### config.mk
export PLATFORM = sky130hd
export DESIGN_NAME = bus_width_lane_steering
export DESIGN_NICKNAME = d
export VERILOG_FILES = /design/src/logic/lane_steer_pkg.sv /design/src/logic/bus_width_lane_steering.sv
export VERILOG_INCLUDE_DIRS = /design/src /design/src/logic
export SDC_FILE = /design/constraint.sdc
export NUM_CORES = 1
export LEC_CHECK = 0
export BUFFER_PORTS_ARGS = -buffer_cell sky130_fd_sc_hd__buf_4
export CORE_MARGIN = 10
export CORE_UTILIZATION = 48
export CTS_CLUSTER_SIZE = 16
export DETAILED_ROUTE_END_ITERATION = 16
export GPL_TIMING_DRIVEN = 0
export PLACE_DENSITY = 0.76
export SLEW_MARGIN = 20
export SYNTH_ARGS = -nofsm -noshare
export SYNTH_HDL_FRONTEND = slang
export SYNTH_SLANG_ARGS = --single-unit
### constraint.sdc
create_clock -name clk_sys_i -period 3.6 [get_ports clk_sys_i]
set_input_delay 0.72 -clock clk_sys_i [delete_from_list [all_inputs] [get_ports clk_sys_i]]
set_output_delay 0.72 -clock clk_sys_i [all_outputs]
set_load 0.01 [all_outputs]
### src/logic/lane_steer_regs.svh
`ifndef LANE_STEER_REGS_SVH
`define LANE_STEER_REGS_SVH
`define MEM_ADDR_W      20
`define IO_ADDR_W       16
`define IO_DIRECT_MAX   16'h00FF
`define VEC_LAST        20'h003FF
`define MIN_T_STATES    4
`define ST_INTERRUPT_ACKNOWLEDGE_CYCLE         3'h0
`define ST_IO_RD        3'h1
`define ST_IO_WR        3'h2
`define ST_HALT         3'h3
`define ST_FETCH        3'h4
`define ST_MEM_RD       3'h5
`define ST_MEM_WR       3'h6
`define ST_IDLE         3'h7
`endif

### src/logic/lane_steer_pkg.sv
package lane_steer_pkg;
    typedef enum logic [2:0] {
        K_MEM_RD = 3'h0,
        K_MEM_WR = 3'h1,
        K_IO_RD  = 3'h2,
        K_IO_WR  = 3'h3,
        K_FETCH  = 3'h4,
        K_INTERRUPT_ACKNOWLEDGE_CYCLE   = 3'h5,
        K_VECTOR = 3'h6,
        K_STACK  = 3'h7
    } req_kind_t;

    typedef struct packed {
        req_kind_t   kind;
        logic        word;
        logic        port_direct;
        logic [19:0] addr;
        logic [15:0] wdata;
    } bus_req_t;

    typedef struct packed {
        logic [19:0] addr;
        logic        upper_byte_enable_n;
        logic [2:0]  status;
        logic        addr_valid;
        logic        read_n;
        logic        write_n;
    } bus_pins_t;

    typedef enum logic [2:0] {
        T_IDLE = 3'h0,
        T_1    = 3'h1,
        T_2    = 3'h2,
        T_3    = 3'h3,
        T_4    = 3'h4
    } t_state_t;
endpackage : lane_steer_pkg

### src/logic/bus_width_lane_steering.sv
`timescale 1ns/100ps
`include "lane_steer_regs.svh"
// Notes on behaviour
// - 1 Mbyte memory, 64 Kbyte I/O, word=two bytes
// - even bytes low half, odd bytes high
// - even byte: a0 low, upper enable high
// - odd byte: upper enable low, a0 high
// - even word: both low, one cycle
// - odd word splits: upper then lower
// - byte read floats whole bus
// - 16-bit bus byte write drives both halves, 8-bit bus AD7:0 only
// - 8-bit bus uses AD7:0, eight lines
// - 8-bit word: two cycles, addr then +1
// - I/O cycles force A19:16 zero
// - direct ports 0-255, indirect full space
// - acknowledge: no address, lower half data
// - vectors: even words within 0H-3FFH
// - stack transfers are even-addressed words
// - address and status, then strobe
// - end: capture read, release write
// - cycle lasts at least four clocks
module bus_width_lane_steering
    import lane_steer_pkg::*;
#(
    parameter int MIN_T = `MIN_T_STATES
) (
    input  wire logic        clk_sys_i,
    input  wire logic        rst_n_i,
    input  wire logic        bus16_i,
    input  wire logic        req_valid_i,
    input  wire bus_req_t    req_i,
    input  wire logic        ready_i,
    input  wire logic [15:0] ad_in_i,
    output logic             req_ready_o,
    output logic             done_o,
    output logic [15:0]      rdata_o,
    output bus_pins_t        pins_o,
    output logic [15:0]      ad_out_o,
    output logic [15:0]      ad_oe_o,
    output logic             output_clock_o
);
    logic        rst_s1_reg;
    logic        rst_s1_next;
    logic        rst_s2_reg;
    logic        rst_s2_next;
    logic [2:0]  rdy_sync_reg;
    logic [2:0]  rdy_sync_next;
    logic        rdy_ok;
    t_state_t    t_reg, t_next;
    bus_req_t    cur_reg, cur_next;
    logic        second_reg, second_next;
    logic [2:0]  cnt_reg, cnt_next;
    logic        busy_reg, busy_next;
    logic        req_ready_reg, req_ready_next;
    logic        done_reg, done_next;
    logic [15:0] rdata_reg, rdata_next;
    bus_pins_t   pins_reg, pins_next;
    logic [15:0] ad_out_reg, ad_out_next;
    logic [15:0] ad_oe_reg, ad_oe_next;
    logic        oclk_reg;
    logic        oclk_next;
    logic [19:0] eaddr;
    logic        is_write, is_read, odd_split, need_two, hi_lane, first_hi;
    logic [7:0]  byte_out;
    logic        full_word;

    // status code for each request kind
    function automatic logic [2:0] status_of(input req_kind_t k,
                                             input logic w);
        case (k)
            K_MEM_RD: status_of = `ST_MEM_RD;
            K_MEM_WR: status_of = `ST_MEM_WR;
            K_IO_RD:  status_of = `ST_IO_RD;
            K_IO_WR:  status_of = `ST_IO_WR;
            K_FETCH:  status_of = `ST_FETCH;
            K_INTERRUPT_ACKNOWLEDGE_CYCLE:   status_of = `ST_INTERRUPT_ACKNOWLEDGE_CYCLE;
            K_VECTOR: status_of = `ST_MEM_RD;
            K_STACK:  status_of = w ? `ST_MEM_WR : `ST_MEM_RD;
            default:  status_of = `ST_IDLE;
        endcase
    endfunction : status_of

    // request address with space limits applied
    function automatic logic [19:0] map_addr(input bus_req_t r);
        logic [19:0] a;
        a = r.addr;
        case (r.kind)
            K_IO_RD, K_IO_WR: begin
                a[19:16] = 4'h0;
                if (r.port_direct)
                    a[15:8] = 8'h00;
            end
            K_VECTOR: a = {10'h000, r.addr[9:1], 1'b0};
            K_STACK:  a = {r.addr[19:1], 1'b0};
            default:  a = r.addr;
        endcase
        map_addr = a;
    endfunction : map_addr

    // byte taken from the lane that the address picks
    function automatic logic [7:0] lane_pick(input logic hi,
                                             input logic [15:0] d);
        lane_pick = hi ? d[15:8] : d[7:0];
    endfunction : lane_pick

    // reset release through two stages
    always_comb begin
        rst_s1_next = 1'b1;
        rst_s2_next = rst_s1_reg;
    end

    always_ff @(posedge clk_sys_i or negedge rst_n_i) begin
        if (!rst_n_i) begin
            rst_s1_reg <= 1'b0;
            rst_s2_reg <= 1'b0;
        end else begin
            rst_s1_reg <= rst_s1_next;
            rst_s2_reg <= rst_s2_next;
        end
    end

    // ready sampler and output clock divider
    always_comb begin
        rdy_sync_next = {rdy_sync_reg[1:0], ready_i};
        oclk_next     = ~oclk_reg;
    end

    always_ff @(posedge clk_sys_i or negedge rst_s2_reg) begin
        if (!rst_s2_reg) begin
            rdy_sync_reg <= 3'h0;
            oclk_reg     <= 1'b0;
        end else begin
            rdy_sync_reg <= rdy_sync_next;
            oclk_reg     <= oclk_next;
        end
    end
    assign rdy_ok = rdy_sync_reg[1] & rdy_sync_reg[2];

    // lane decode for the current byte
    always_comb begin
        eaddr     = cur_reg.addr;
        is_write  = (cur_reg.kind == K_MEM_WR) || (cur_reg.kind == K_IO_WR)
                    || ((cur_reg.kind == K_STACK) && cur_reg.port_direct);
        is_read   = !is_write;
        odd_split = bus16_i && cur_reg.word && cur_reg.addr[0];
        need_two  = cur_reg.word && (!bus16_i || cur_reg.addr[0]);
        full_word = bus16_i && cur_reg.word && !need_two;
        first_hi  = odd_split && !second_reg;
        if (need_two && second_reg)
            eaddr = cur_reg.addr + 20'h00001;
        hi_lane   = bus16_i && eaddr[0];
        byte_out  = (need_two && second_reg) ? cur_reg.wdata[15:8]
                                             : cur_reg.wdata[7:0];
    end

    // bus cycle sequencer
    always_comb begin
        t_next         = t_reg;
        cur_next       = cur_reg;
        second_next    = second_reg;
        cnt_next       = cnt_reg;
        busy_next      = busy_reg;
        req_ready_next = 1'b0;
        done_next      = 1'b0;
        rdata_next     = rdata_reg;
        pins_next      = pins_reg;
        ad_out_next    = ad_out_reg;
        ad_oe_next     = ad_oe_reg;
        case (t_reg)
            T_IDLE: begin
                pins_next.status  = `ST_IDLE;
                pins_next.read_n  = 1'b1;
                pins_next.write_n = 1'b1;
                if (!busy_reg && req_valid_i && !req_ready_reg) begin
                    cur_next          = req_i;
                    cur_next.addr     = map_addr(req_i);
                    if (req_i.kind == K_VECTOR || req_i.kind == K_STACK
                        || req_i.kind == K_FETCH && bus16_i)
                        cur_next.word = 1'b1;
                    second_next    = 1'b0;
                    busy_next      = 1'b1;
                    req_ready_next = 1'b1;
                end else if (busy_reg) begin
                    t_next = T_1;
                end
            end
            T_1: begin
                pins_next.status     = status_of(cur_reg.kind,
                                                 cur_reg.port_direct);
                pins_next.addr_valid = (cur_reg.kind != K_INTERRUPT_ACKNOWLEDGE_CYCLE);
                pins_next.addr       = (cur_reg.kind == K_INTERRUPT_ACKNOWLEDGE_CYCLE) ? 20'h00000
                                                                : eaddr;
                if (!bus16_i) begin
                    pins_next.upper_byte_enable_n = 1'b1;
                end else if (cur_reg.kind == K_INTERRUPT_ACKNOWLEDGE_CYCLE) begin
                    pins_next.upper_byte_enable_n = 1'b1;
                end else if (full_word) begin
                    pins_next.upper_byte_enable_n = 1'b0;
                end else if (first_hi) begin
                    pins_next.upper_byte_enable_n = 1'b0;
                end else begin
                    pins_next.upper_byte_enable_n = !eaddr[0];
                end
                ad_out_next = {eaddr[15:0]};
                ad_oe_next  = 16'hFFFF;
                cnt_next    = 3'h1;
                t_next      = T_2;
            end
            T_2: begin
                pins_next.addr_valid = 1'b0;
                if (is_read) begin
                    ad_oe_next       = 16'h0000;
                    pins_next.read_n = 1'b0;
                end else begin
                    ad_oe_next        = bus16_i ? 16'hFFFF : 16'h00FF;
                    pins_next.write_n = 1'b0;
                    if (full_word)
                        ad_out_next = cur_reg.wdata;
                    else
                        ad_out_next = {byte_out, byte_out};
                end
                cnt_next = cnt_reg + 3'h1;
                t_next   = T_3;
            end
            T_3: begin
                if (cnt_reg < 3'(MIN_T - 2))
                    cnt_next = cnt_reg + 3'h1;
                else if (rdy_ok)
                    t_next = T_4;
            end
            T_4: begin
                pins_next.read_n  = 1'b1;
                pins_next.write_n = 1'b1;
                pins_next.status  = `ST_IDLE;
                ad_oe_next        = 16'h0000;
                if (is_read) begin
                    if (full_word)
                        rdata_next = ad_in_i;
                    else if (need_two && second_reg)
                        rdata_next[15:8] = lane_pick(hi_lane, ad_in_i);
                    else
                        rdata_next[7:0] = lane_pick(hi_lane,
                                                    ad_in_i);
                    if (cur_reg.kind == K_INTERRUPT_ACKNOWLEDGE_CYCLE)
                        rdata_next[7:0] = ad_in_i[7:0];
                end
                if (need_two && !second_reg) begin
                    second_next = 1'b1;
                    t_next      = T_1;
                end else begin
                    busy_next = 1'b0;
                    done_next = 1'b1;
                    t_next    = T_IDLE;
                end
            end
            default: t_next = T_IDLE;
        endcase
    end

    // state registers
    always_ff @(posedge clk_sys_i or negedge rst_s2_reg) begin
        if (!rst_s2_reg) begin
            t_reg         <= T_IDLE;
            cur_reg       <= '0;
            second_reg    <= 1'b0;
            cnt_reg       <= 3'h0;
            busy_reg      <= 1'b0;
            req_ready_reg <= 1'b0;
            done_reg      <= 1'b0;
            rdata_reg     <= 16'h0000;
            pins_reg      <= '{addr: 20'h00000, upper_byte_enable_n: 1'b1,
                               status: `ST_IDLE, addr_valid: 1'b0,
                               read_n: 1'b1, write_n: 1'b1};
            ad_out_reg    <= 16'h0000;
            ad_oe_reg     <= 16'h0000;
        end else begin
            t_reg         <= t_next;
            cur_reg       <= cur_next;
            second_reg    <= second_next;
            cnt_reg       <= cnt_next;
            busy_reg      <= busy_next;
            req_ready_reg <= req_ready_next;
            done_reg      <= done_next;
            rdata_reg     <= rdata_next;
            pins_reg      <= pins_next;
            ad_out_reg    <= ad_out_next;
            ad_oe_reg     <= ad_oe_next;
        end
    end

    // outputs straight from registers
    assign req_ready_o    = req_ready_reg;
    assign done_o         = done_reg;
    assign rdata_o        = rdata_reg;
    assign pins_o         = pins_reg;
    assign ad_out_o       = ad_out_reg;
    assign ad_oe_o        = ad_oe_reg;
    assign output_clock_o = oclk_reg;
endmodule : bus_width_lane_steering

# [Word level (Yosys, flattened, before mapping)]
# Cells that the tools add are included.
[classes] magnitude_cmp=1 muxes=47 reduce_logical=46 bitwise=3 n_eq_ne=28 addsub=2
[ops] operator="2-to-1 mux 16 bit" n=5
[ops] operator="2-to-1 mux 8 bit" n=6
[ops] operator="one-hot mux 16 bit (3 select lines)" n=1
[ops] operator="2-to-1 mux 20 bit" n=2
[ops] operator="one-hot mux 16 bit (2 select lines)" n=1
[ops] operator="equality test 3 bit (second input constant)" n=8
[ops] operator="one-hot mux 12 bit (2 select lines)" n=1
[ops] operator="one-hot mux 3 bit (7 select lines)" n=1
[ops] operator="adder 20 x 1 -> 20 bit (second input constant)" n=1
[ops] operator="inequality test 2 bit (second input constant)" n=10
[ops] operator="equality test 3 x 2 -> 1 bit (second input constant)" n=6
[ops] operator="2-to-1 mux 1 bit" n=17
[ops] operator="2-to-1 mux 3 bit" n=5
[ops] operator="one-hot mux 3 bit (5 select lines)" n=1
[ops] operator="logical AND 1 bit" n=12
[ops] operator="AND reduction 3 bit" n=4
[ops] operator="AND reduction 2 bit" n=5
[ops] operator="nonzero test 2 bit" n=5
[ops] operator="one-hot mux 3 bit (3 select lines)" n=1
[ops] operator="OR reduction 2 bit" n=4
[ops] operator="equality test 3 x 1 -> 1 bit (second input constant)" n=2
[ops] operator="zero test 1 bit" n=6
[ops] operator="zero test 3 bit" n=2
[ops] operator="one-hot mux 1 bit (2 select lines)" n=3
[ops] operator="12 further kinds" n=18
[word_totals] out_inout_bits=78 reg_bits=132

# [Depth between registers and ports, before layout]
# Gate-level depths: netlist (run 1).
[depth] word_depth=10 ltp_mapped=8

# [Worst setup path after synthesis (run 1)]
# No wires, ideal clock.
[synth_timing] path_type="input port to flip-flop" startpoint="in bus16_i" endpoint="reg pins_reg, in the netlist pins_o[21]" path_slack_ns=1.293 path_stages=6 path_buffers=1 setup_time_ns=0.064 t_arrival_ns=2.242 cell_sequence="buf_6 nor2b_4 or4b_4 or4_1 a211oi_1 a21o_1"
[synth_via] elab_chain_len=6
[synth_lines] element="from (decl)" line="bus_width_lane_steering.sv:29" source="input wire logic bus16_i,"
[synth_lines] element="zero test 1 bit"
[synth_lines] element="logical OR 1 bit" line="bus_width_lane_steering.sv:146" source="need_two = cur_reg.word && (!bus16_i || cur_reg.addr[0]);"
[synth_lines] element="logical AND 1 bit" line="bus_width_lane_steering.sv:146"
[synth_lines] element="logical AND 1 bit" line="bus_width_lane_steering.sv:149" source="if (need_two && second_reg)"
[synth_lines] element="2-to-1 mux 20 bit" line="bus_width_lane_steering.sv:149"
[synth_lines] element="2-to-1 mux 20 bit" line="bus_width_lane_steering.sv:191" source="pins_next.addr = (cur_reg.kind == K_INTERRUPT_ACKNOWLEDGE_CYCLE) ? 20'h00000"
[synth_lines] element="to (signal assigned)" line="bus_width_lane_steering.sv:271" source="pins_reg <= '{addr: 20'h00000, upper_byte_enable_n: 1'b1,"
[synth_lines] element="to (signal assigned)" line="bus_width_lane_steering.sv:285" source="pins_reg <= pins_next;"
[synth_lines] element="to (decl)" line="bus_width_lane_steering.sv:57" source="bus_pins_t pins_reg, pins_next;"
# Every way passes these cells.
# A chain may end at the register's enable or synchronous reset.

# [Worst setup path in the final report (run 1)]
[layout_timing] startpoint="reg t_reg[2]" endpoint="reg ad_out_reg[7], in the netlist ad_out_o[7]"
[layout_via] elab_chain_len=3
[layout_lines] element="from (decl)" line="bus_width_lane_steering.sv:49" source="t_state_t t_reg, t_next;"
[layout_lines] element="from (signal assigned)" line="bus_width_lane_steering.sv:277" source="t_reg <= t_next;"
[layout_lines] element="equality test 3 x 2 -> 1 bit / equality test 3 x 1 -> 1 bit (equally long branches)" line="bus_width_lane_steering.sv:169" source="case (t_reg)"
[layout_lines] element="inequality test 2 bit (no source line) / nonzero test 2 bit (equally long branches)"
[layout_lines] element="AND reduction 2 bit (no source line)"
[layout_lines] element="to (signal assigned)" line="bus_width_lane_steering.sv:286" source="ad_out_reg <= ad_out_next;"
[layout_lines] element="to (decl)" line="bus_width_lane_steering.sv:58" source="logic [15:0] ad_out_reg, ad_out_next;"
# Parallel ways exist; a longest one is shown, timed or not.

==> out/metrics.csv, run 1 <==
stage,metric,value,unit
cts,cts_max_level,4,
route,drcViolationCount,0,
placed_design,preCtsSetupSlack,961,ps
route,post_drt_wl_per_cell,18.4,microns
cts,cts_setup_buffers,0,
floorplan,core,11400,sq um
setup_path,crit_arrival,3040,ps
synthesis,synth_top_cell_area_share,50.1,%
run,drv_cap,0,
global_route,grt_pass1_wl,26700,microns
outcome,status,finished clean,
synthesis,ys_types,56,
synthesis,syn_inst,600,
sta,fin_tns_setup,0,ps
synthesis,ys_ff_latch,118,
setup_path,end_kind,flop,
synthesis,synth_warnings,0,
sta,fin_crit_sh,76.5,%
sta,finalSetupViolations,0,
route,first_pass_iters,5,
synthesis,synth_top_area_cell,dfrtp_1,
cts,cts_tree,done,
synthesis,synthFlopType,dfrtp_1,
global_route,antenna_found_initial,0,
global_route,grt-ovfl-total,0,
sta,period_minus_slack,2750,ps
route,vias,5074,
synthesis,synth_edf_count,0,
setup_path,startpoint_type,flop,
floorplan,rows,39,
placed_design,dpl.hpwl,12900,microns
synthesis,syn_avg_cell_area,9.33,sq um
sta,skew,8.36,ps
floorplan,dieArea,16400,sq um
sta,tightest_slew,729,ps
setup_path,path_max_fanout,10,
cts,clk_pin_slew_worst_paths,50,ps
sta,hold_viol_final,0,
hold_path,hold_class,input port to asynchronous set/reset pin,
cells_and_area,drive_above_1_share,26.4,%
cells_and_area,largest_reg_flops,41,
placed_design,finalWeightedCongestion,0.875,
cts,clkSinkCount,118,
global_route,grt_pass1_vias,5161,
synthesis,syn-num-nets,664,
cells_and_area,multiInputGateArea,2370,sq um
setup_path,rr_startpoint,t_reg[2]$_DFFE_PN0P_,
floorplan,fp.dieW,128,microns
sta,setup_ws,846,ps
cells_and_area,num_antenna_cells,0,
synthesis,async_reset_ff_share,100,%
placed_design,port_buffers,138,
cells_and_area,fill_cells,909,
power_and_ir_drop,p_leak,3.78,nW
setup_path,critical_path_class,flop to flop,
setup_path,worstPathRequired,3890,ps
setup_path,rrSetupSlack,850,ps
route,routed_via_density,5.55,
cts,clk_latency,410,ps
sta,rsz0062_at_grt,no,
power_and_ir_drop,ir_worst_vdd,566,uV
route,drt_iter0_markers,423,
setup_path,r2r_cells,7,
cts,clock-root-buffer,clkbuf_16,
sta,relSlewSlack,50.9,%
synthesis,synthTopCellsByCount,"nand2_1, dfrtp_1, o21ai_0",
sta,fmax,363,MHz
cts,cts-hold-fix-buffers,0,
sta,finalMaxSlewViolations,0,
synthesis,syn_area,5600,sq um
global_route,grt_max_degree,41,
setup_path,crit_path_start,t_reg[2]$_DFFE_PN0P_,
synthesis,yosysMostFrequentCell,nand2_1,
cells_and_area,fin_nets,823,
route,routed_wirelength,16800,microns
route,postRouteAntennaNets,0,
cts,cts_buffer_depth,2,
synthesis,synth.yosys.seq_area_share,52.9,%
floorplan,ios,140,
cts,cts_resized,0,
floorplan,die_h,128,microns
global_route,track_usage,20.3,%
floorplan,initial_core_util,49.0,%
cells_and_area,register_area,2960,sq um
synthesis,synthTopCellsByArea,"dfrtp_1, nand2_1, o21ai_0",
setup_path,r2r-end,ad_out_o[7]$_DFFE_PN0P_,
cells_and_area,area_growth,33.9,%
cts,cts_buffers,17,
power_and_ir_drop,power_density,871,nW/um^2
==> per-layer routing <==
layer	global-route usage, %	vias up	part of all wire, %
li1	-	2362	-
met1	24.9	2450	41
met2	33.4	236	50
met3	5.42	26	7.2
met4	7.75	0	2.3
met5	0	-	0
==> per-stage QoR <==
stage | std cells | power, mW | util [%] | cell area (sq um) | hold WS [ps]
after floorplan | 600 | 3.60 | - | 5600 | 331
after global placement | 881 | 4.56 | 59.7 | 6810 | 336
after detailed placement | 883 | 4.69 | 60.0 | 6860 | 320
after CTS | 915 | 6.54 | 65.6 | 7500 | 76.9
after global routing | 915 | 6.90 | 65.6 | 7500 | 68.8
final | 915 | 6.53 | 65.6 | 7500 | 80.2
==> placed cells by master (no fill, tap or decap), types with 7 or more instances in the layout <==
cell type	count
buf_4	153
a21o_1	7
xnor2_1	10
a22o_1	15
nand3_1	12
nand4_1	9
dfrtp_1	111
inv_1	7
clkbuf_1	30
clkbuf_16	17
o21ai_0	55
mux2i_1	27
nor2_1	18
nand2_1	179
a21oi_1	18
==> cell families (layout without fill, tap and decap cells) <==
family / after synthesis / in the layout / synth area share, %
multiplexers: 31 / 31 / 5.63
other: 1 / 1 / 0.0670
flip-flops: 118 / 118 / 52.9
buffers and inverters: 53 / 225 / 4.76
XOR/XNOR: 15 / 15 / 2.35
AO/OA/AOI/OAI: 123 / 123 / 13.6
adder cells (fa/ha/maj): 2 / 2 / 0.447
AND/OR/NAND/NOR: 257 / 257 / 20.2
==> final cells by class <==
class	instances	share of cell area, %
flip-flops and latches	118	39.5
multi-input cells	429	31.6
repair buffers	140	14.4
clock buffers	23	6.24
plain buffers	46	3.20
well taps	143	2.39
clock inverters	9	2.30
inverters	7	0.351
==> worst max-delay path, stage by stage, from the launching register on <==
cell and delay (ps):
dfrtp_1 360, clkbuf_1 200, nor3b_2 600, nand3b_1 430
and2_1 290, clkbuf_1 180, clkbuf_1 270, a22o_1 300
==> power by group <==
part           total [mW]  switching, mW  internal (mW)
clock network        1.84          0.576           1.26
registers            2.31          0.468           1.84
logic                2.38           1.26           1.12
total                6.53           2.31           4.22
==> worst max-delay path by stage <==
stage / end
after global routing: ad_out_o[7]$_DFFE_PN0P_
after CTS: ad_out_o[7]$_DFFE_PN0P_
after floorplan: ad_oe_o[14]$_DFFE_PN0P_
after detailed placement: ad_out_o[7]$_DFFE_PN0P_
final: ad_out_o[7]$_DFFE_PN0P_
after global placement: cur_reg[3]$_DFFE_PN0P_
Power figures use the tool's default switching activity.
==> inputs of run 2 (changes only) <==
--- a/config.mk
+++ b/config.mk
@@ -6,13 +6,14 @@
 export SDC_FILE = /design/constraint.sdc
 export NUM_CORES = 1
 export LEC_CHECK = 0
+export ABC_AREA = 1
 export BUFFER_PORTS_ARGS = -buffer_cell sky130_fd_sc_hd__buf_4
 export CORE_MARGIN = 10
-export CORE_UTILIZATION = 48
+export CORE_UTILIZATION = 49
 export CTS_CLUSTER_SIZE = 16
 export DETAILED_ROUTE_END_ITERATION = 16
 export GPL_TIMING_DRIVEN = 0
-export PLACE_DENSITY = 0.76
+export PLACE_DENSITY = 0.77
 export SLEW_MARGIN = 20
 export SYNTH_ARGS = -nofsm -noshare
 export SYNTH_HDL_FRONTEND = slang
==> constraint.sdc (replaced) <==
create_clock -name clk_sys_i -period 2.48 [get_ports clk_sys_i]
set_input_delay 0.496 -clock clk_sys_i [delete_from_list [all_inputs] [get_ports clk_sys_i]]
set_output_delay 0.496 -clock clk_sys_i [all_outputs]
set_load 0.01 [all_outputs]
==> out/metrics.csv, run 2 <==
stage,metric,value,unit
power_and_ir_drop,power_density,1370,nW/um^2
sta,finalSetupViolations,0,
sta,fin_crit_sh,79.1,%
cts,cts_setup_buffers,0,
synthesis,syn_area,6010,sq um
placed_design,place_inst,1053,
setup_path,critical_path_class,flop to flop,
cts,clkSinkCount,118,
synthesis,synthTopCellsByArea,"dfrtp_1, nand2_1, nand3_1",
floorplan,die_h,131,microns
setup_path,worstPathRequired,2810,ps
sta,rsz0062_at_grt,no,
cells_and_area,multiInputGateArea,2460,sq um
hold_path,hold-path-endpoint,rdy_sync_reg[0]$_DFF_PN0_,
power_and_ir_drop,p_leak,4.13,nW
cts,clock-root-buffer,clkbuf_16,
power_and_ir_drop,p_sw,4.44,mW
synthesis,synth.yosys.seq_area_share,49.2,%
outcome,status,finished clean,
setup_path,r2r-end,pins_o[9]$_DFFE_PN0P_,
route,vias,5607,
synthesis,synthFlopType,dfrtp_1,
global_route,grt_pass1_wl,27900,microns
synthesis,synthTopCellsByCount,"nand2_1, dfrtp_1, inv_1",
cells_and_area,fin_nets,990,
power_and_ir_drop,switching_share,41.1,%
cells_and_area,register_area,2960,sq um
cts,clk_pin_slew_worst_paths,60,ps
sta,period_minus_slack,1960,ps
cells_and_area,num_antenna_cells,0,
placed_design,port_buffers,139,
route,drcViolationCount,0,
floorplan,dieArea,17100,sq um
route,drt_iter0_markers,486,
placed_design,preCtsSetupSlack,528,ps
cts,cts_resized,0,
power_and_ir_drop,pwr-share-seq,32.0,%
placed_design,place_area,7300,sq um
setup_path,path_max_fanout,10,
cells_and_area,final_cell_mix,"nand2_1, buf_4, dfrtp_1, inv_1, nand3_1",
cts,cts_buffer_depth,2,
setup_path,crit_path_start,cur_reg[40]$_DFFE_PN0P_,
synthesis,synth_top_area_cell,dfrtp_1,
sta,hold_viol_final,0,
cells_and_area,fill_cells,1059,
global_route,track_usage,21.2,%
cts,cts_buffers,17,
cells_and_area,area_growth,30.9,%
floorplan,initial_core_util,50.1,%
cts,clk_latency,430,ps
power_and_ir_drop,internal_power,6.36,mW
synthesis,synth_top_cell_area_share,46.6,%
cells_and_area,drive_above_1_share,25.9,%
placed_design,dpl.hpwl,13200,microns
setup_path,rrSetupSlack,520,ps
cts,cts_tree,done,
sta,skew,8.62,ps
cells_and_area,layout_commonest_cell,nand2_1,
route,post_drt_wl_per_cell,16.1,microns
synthesis,syn-num-nets,829,
global_route,antenna_found_initial,0,
route,routed_wirelength,17500,microns
cells_and_area,fin_area,7870,sq um
sta,fmax,510,MHz
power_and_ir_drop,clkPwrFrac,21.5,%
route,routed_via_density,5.16,
synthesis,synth_edf_count,0,
route,postRouteAntennaNets,0,
sta,relSlewSlack,62.9,%
synthesis,synth_warnings,0,
hold_path,hp-start,ready_i,
synthesis,yosysMostFrequentCell,nand2_1,
power_and_ir_drop,ir_worst_vdd,883,uV
cts,cts_max_level,4,
synthesis,async_reset_ff_share,100,%
setup_path,crit_arrival,2290,ps
sta,fin_tns_setup,0,ps
floorplan,fp.dieW,131,microns
power_and_ir_drop,total_power,10.8,mW
power_and_ir_drop,p_comb_share,46.5,%
floorplan,rows,40,
global_route,grt_max_degree,49,
setup_path,r2r_cells,7,
cts,cts-hold-fix-buffers,1,
setup_path,startpoint_type,flop,
floorplan,core,12000,sq um
route,first_pass_iters,5,
synthesis,syn_inst,765,
sta,finalMaxSlewViolations,0,
run,drv_cap,0,
sta,tightest_slew,550,ps
synthesis,syn_avg_cell_area,7.86,sq um
cells_and_area,stdcell_count,1086,
synthesis,ys_types,40,
global_route,grt-ovfl-total,0,
setup_path,end_kind,flop,
placed_design,finalWeightedCongestion,0.922,
cells_and_area,largest_reg_flops,41,
global_route,grt_pass1_vias,5655,
synthesis,ys_ff_latch,118,
setup_path,rr_startpoint,cur_reg[40]$_DFFE_PN0P_,
hold_path,hold_class,input port to flop,
floorplan,ios,140,
hold_path,min_path_cells,1,
sta,setup_ws,519,ps
## run 2: per-stage QoR
| step | util (%) | hold slack [ps] |
|---|---|---|
| floorplan | - | 200 |
| finish | 65.5 | 184 |
| detailed placement | 60.8 | 263 |
| CTS | 65.5 | 176 |
| global placement | 60.3 | 280 |
| global route | 65.5 | 170 |
## run 2: cells by family (layout without fill, tap and decap cells)
group	after synthesis	after routing	synth area share (%)
and+or+nand+nor	390	390	27.9
adders and majority gates	2	2	0.416
AOI/OAI and AO/OA	120	120	11.5
xor gates and xnor gates	7	7	1.02
other	1	1	0.0624
buffers and inverters	127	301	9.92
DFF	118	118	49.2
## run 2: per-layer routing
metal	vias up	global-route usage (%)	share of wire, %
met3	30	6.29	7.6
met4	0	8.57	2.2
met2	210	32.7	46
li1	2761	-	-
met5	-	0	0
met1	2606	27.4	44
## run 2: layout make-up
class	instances	share of cell area [%]
Inverter	88	4.20
Sequential cell	118	37.7
Timing Repair Buffer	142	14.1
Multi-Input combinational cell	520	31.2
Clock buffer	22	6.15
Tap cell	147	2.34
Clock inverter	10	0.986
Buffer	39	3.39
## run 2: worst max path at each step
stage,depth (start not counted),to
after floorplan,0,ad_oe_o[14]$_DFFE_PN0P_
after global placement,0,ad_out_o[2]$_DFFE_PN0P_
after global routing,7,pins_o[9]$_DFFE_PN0P_
final,7,pins_o[9]$_DFFE_PN0P_
after detailed placement,7,pins_o[9]$_DFFE_PN0P_
after CTS,7,pins_o[9]$_DFFE_PN0P_
## run 2: power by group through the flow
stage	sequential [mW]	combinational, mW	clock (mW)
final	3.45	5.03	2.32
after CTS	3.45	5.06	2.34
after floorplan	3.59	2.88	0
after global placement	3.47	4.88	0
after global routing	3.58	5.63	2.43
after detailed placement	3.46	5.01	0
## run 2: worst max-delay path: stages, from the launching register on
cell and delay, ps:
dfrtp_1 390, inv_1 90, nor2_2 50, nand2_1 220, inv_1 70, nor2_1 280, clkinv_1 440, o31ai_1 330
==> inputs of run 3 (changes only) <==
--- a/config.mk
+++ b/config.mk
@@ -6,14 +6,14 @@
 export SDC_FILE = /design/constraint.sdc
 export NUM_CORES = 1
 export LEC_CHECK = 0
-export ABC_AREA = 1
+export ABC_AREA = 0
 export BUFFER_PORTS_ARGS = -buffer_cell sky130_fd_sc_hd__buf_4
 export CORE_MARGIN = 10
-export CORE_UTILIZATION = 49
+export CORE_UTILIZATION = 48
 export CTS_CLUSTER_SIZE = 16
 export DETAILED_ROUTE_END_ITERATION = 16
 export GPL_TIMING_DRIVEN = 0
-export PLACE_DENSITY = 0.77
+export PLACE_DENSITY = 0.76
 export SLEW_MARGIN = 20
 export SYNTH_ARGS = -nofsm -noshare
 export SYNTH_HDL_FRONTEND = slang
==> constraint.sdc (replaced) <==
create_clock -name clk_sys_i -period 1.7 [get_ports clk_sys_i]
set_input_delay 0.34 -clock clk_sys_i [delete_from_list [all_inputs] [get_ports clk_sys_i]]
set_output_delay 0.34 -clock clk_sys_i [all_outputs]
set_load 0.01 [all_outputs]
==> out/metrics.csv, run 3 (synthesized netlist as in run 1, its figures left out) <==
stage,metric,value,unit
floorplan,dieArea,16400,sq um
global_route,track_usage,21.5,%
cts,cts_buffers,17,
sta,hold_viol_final,0,
global_route,grt_max_degree,46,
sta,finalMaxSlewViolations,0,
setup_path,cp_num_buf_inv,1,
global_route,grt-ovfl-total,0,
global_route,antenna_found_initial,0,
outcome,status,finished with violations,
route,m1WireLength,7510,microns
hold_path,min_path_cells,1,
cts,clkSinkCount,118,
setup_path,worstPathRequired,2050,ps
setup_path,crit_family,simple AND/OR/NAND/NOR gates,
route,post_drt_wl_per_cell,19.5,microns
setup_path,end_kind,flop,
floorplan,rows,39,
sta,setup_ws,-297,ps
route,postRouteAntennaNets,0,
setup_path,crit_chain,nand4_1 -> buf_4 -> or4_4 -> or3_4 -> a21oi_2 -> mux2_2,
cells_and_area,final_cell_mix,"buf_4, nand2_1, dfrtp_1, o21ai_0, mux2i_1",
floorplan,die_h,128,microns
route,routed_wirelength,18800,microns
route,met3_length,1790,microns
floorplan,fp.dieW,128,microns
cts,clk_latency,420,ps
power_and_ir_drop,ir_worst_vdd,1080,uV
hold_path,hold_class,input port to flop,
setup_path,critical_path_class,flop to flop,
sta,rsz0062_at_grt,yes,
floorplan,initial_core_util,49.0,%
sta,relSlewSlack,64.0,%
setup_path,path_max_fanout,4,
cells_and_area,drive_above_1_share,40.1,%
cts,cts_max_level,4,
sta,finalSetupViolations,33,
sta,fmax,501,MHz
cells_and_area,largest_reg_flops,41,
setup_path,crit_arrival,2350,ps
cells_and_area,layout_commonest_cell,buf_4,
cells_and_area,num_antenna_cells,0,
setup_path,r2r_cells,6,
route,drt_iter0_markers,640,
cells_and_area,area_growth,48.8,%
route,first_pass_iters,6,
power_and_ir_drop,power_density,1790,nW/um^2
route,routed_via_density,5.65,
cells_and_area,fin_nets,871,
cts,cts_tree,done,
setup_path,slowest_stage,or4_4,
floorplan,ios,140,
placed_design,port_buffers,138,
cts,clock-root-buffer,clkbuf_16,
placed_design,dpl.hpwl,12800,microns
sta,tightest_slew,540,ps
route,drcViolationCount,0,
power_and_ir_drop,p_leak,4.17,nW
placed_design,finalWeightedCongestion,0.923,
setup_path,startpoint_type,flop,
route,dr_wl_met2,8930,microns
sta,period_minus_slack,2000,ps
global_route,grt_pass1_vias,5423,
global_route,grt_pass1_wl,28200,microns
placed_design,preCtsSetupSlack,-531,ps
floorplan,core,11400,sq um
sta,fin_crit_sh,117,%
route,top_layer,met4,
setup_path,cpPeakStageDelay,540,ps
cts,cts_buffer_depth,2,
route,vias,5441,
sta,skew,10.0,ps
setup_path,cp.depth,6,
cts,clk_pin_slew_worst_paths,60,ps
run,drv_cap,0,
sta,fin_tns_setup,-2850,ps
outcome,violations,setup timing,
==> run 3: cell count changes in the layout (fill, tap and decap cells not counted), moves of 23 or more <==
cell / delta
buf_4: +39
nand2_1: -60
mux2i_1: +23
nand3_1: -61
inv_1: -71
nor2_1: -43
o21ai_0: -23
==> run 3: what timing repair did <==
item	4_1_cts	5_1_grt
resized for setup	61	67
hold buffers	1	0
cloned	0	4
endpoints found under the hold margin	2	0
setup buffers	28	20
pin swaps	17	23
setup endpoints to repair	99	97
==> run 3: final timing paths <==
| check | from | to | slack [ps] |
|---|---|---|---|
| worst max-delay path | cur_reg[20]$_DFFE_PN0P_ | pins_o[22]$_DFFE_PN0P_ | -300 |
| worst min-delay path | ready_i | rdy_sync_reg[0]$_DFF_PN0_ | 30 |
| worst max register to register | cur_reg[20]$_DFFE_PN0P_ | pins_o[22]$_DFFE_PN0P_ | -300 |
| worst min register to register | rst_s2_reg$_DFF_PN0_ | rdy_sync_reg[0]$_DFF_PN0_ | 300 |
| max in group asynchronous | rst_s2_reg$_DFF_PN0_ | pins_o[1]$_DFFE_PN1P_ | 750 |
| min in group asynchronous | rst_n_i | rst_s2_reg$_DFF_PN0_ | 250 |
==> run 3: power breakdown <==
group	internal, mW	switching, mW
Combinational	3.09	3.19
Clock	2.38	1.30
Sequential	3.91	1.02
Total	9.39	5.51
==> run 3: stage by stage <==
stage	util, %	power (mW)	hold WS (ps)	instances	area [sq um]
after global routing	72.9	15.7	22.9	963	8330
after floorplan	-	7.76	44.4	600	5680
after detailed placement	60.7	10.1	126	883	6930
after CTS	69.6	14.2	24.1	941	7950
final	72.9	14.9	32.2	963	8330
after global placement	60.4	9.87	123	881	6890
==> run 3: area by class of cell <==
type                            instances  area [sq um]
Tap cell                              143           179
Timing Repair Buffer                  193          1520
Multi-Input combinational cell        429          2680
Inverter                                7          26.3
Buffer                                 41           335
Clock inverter                         11           150
Sequential cell                       118          2980
Fill cell                             783          3090
Clock buffer                           21           460
==> run 3: routing by layer <==
metal / GRT usage [%] / up-vias
met2: 33.1 / 292
met3: 7.11 / 42
met5: 0 / -
met4: 8.41 / 0
li1: - / 2464
met1: 27.4 / 2643
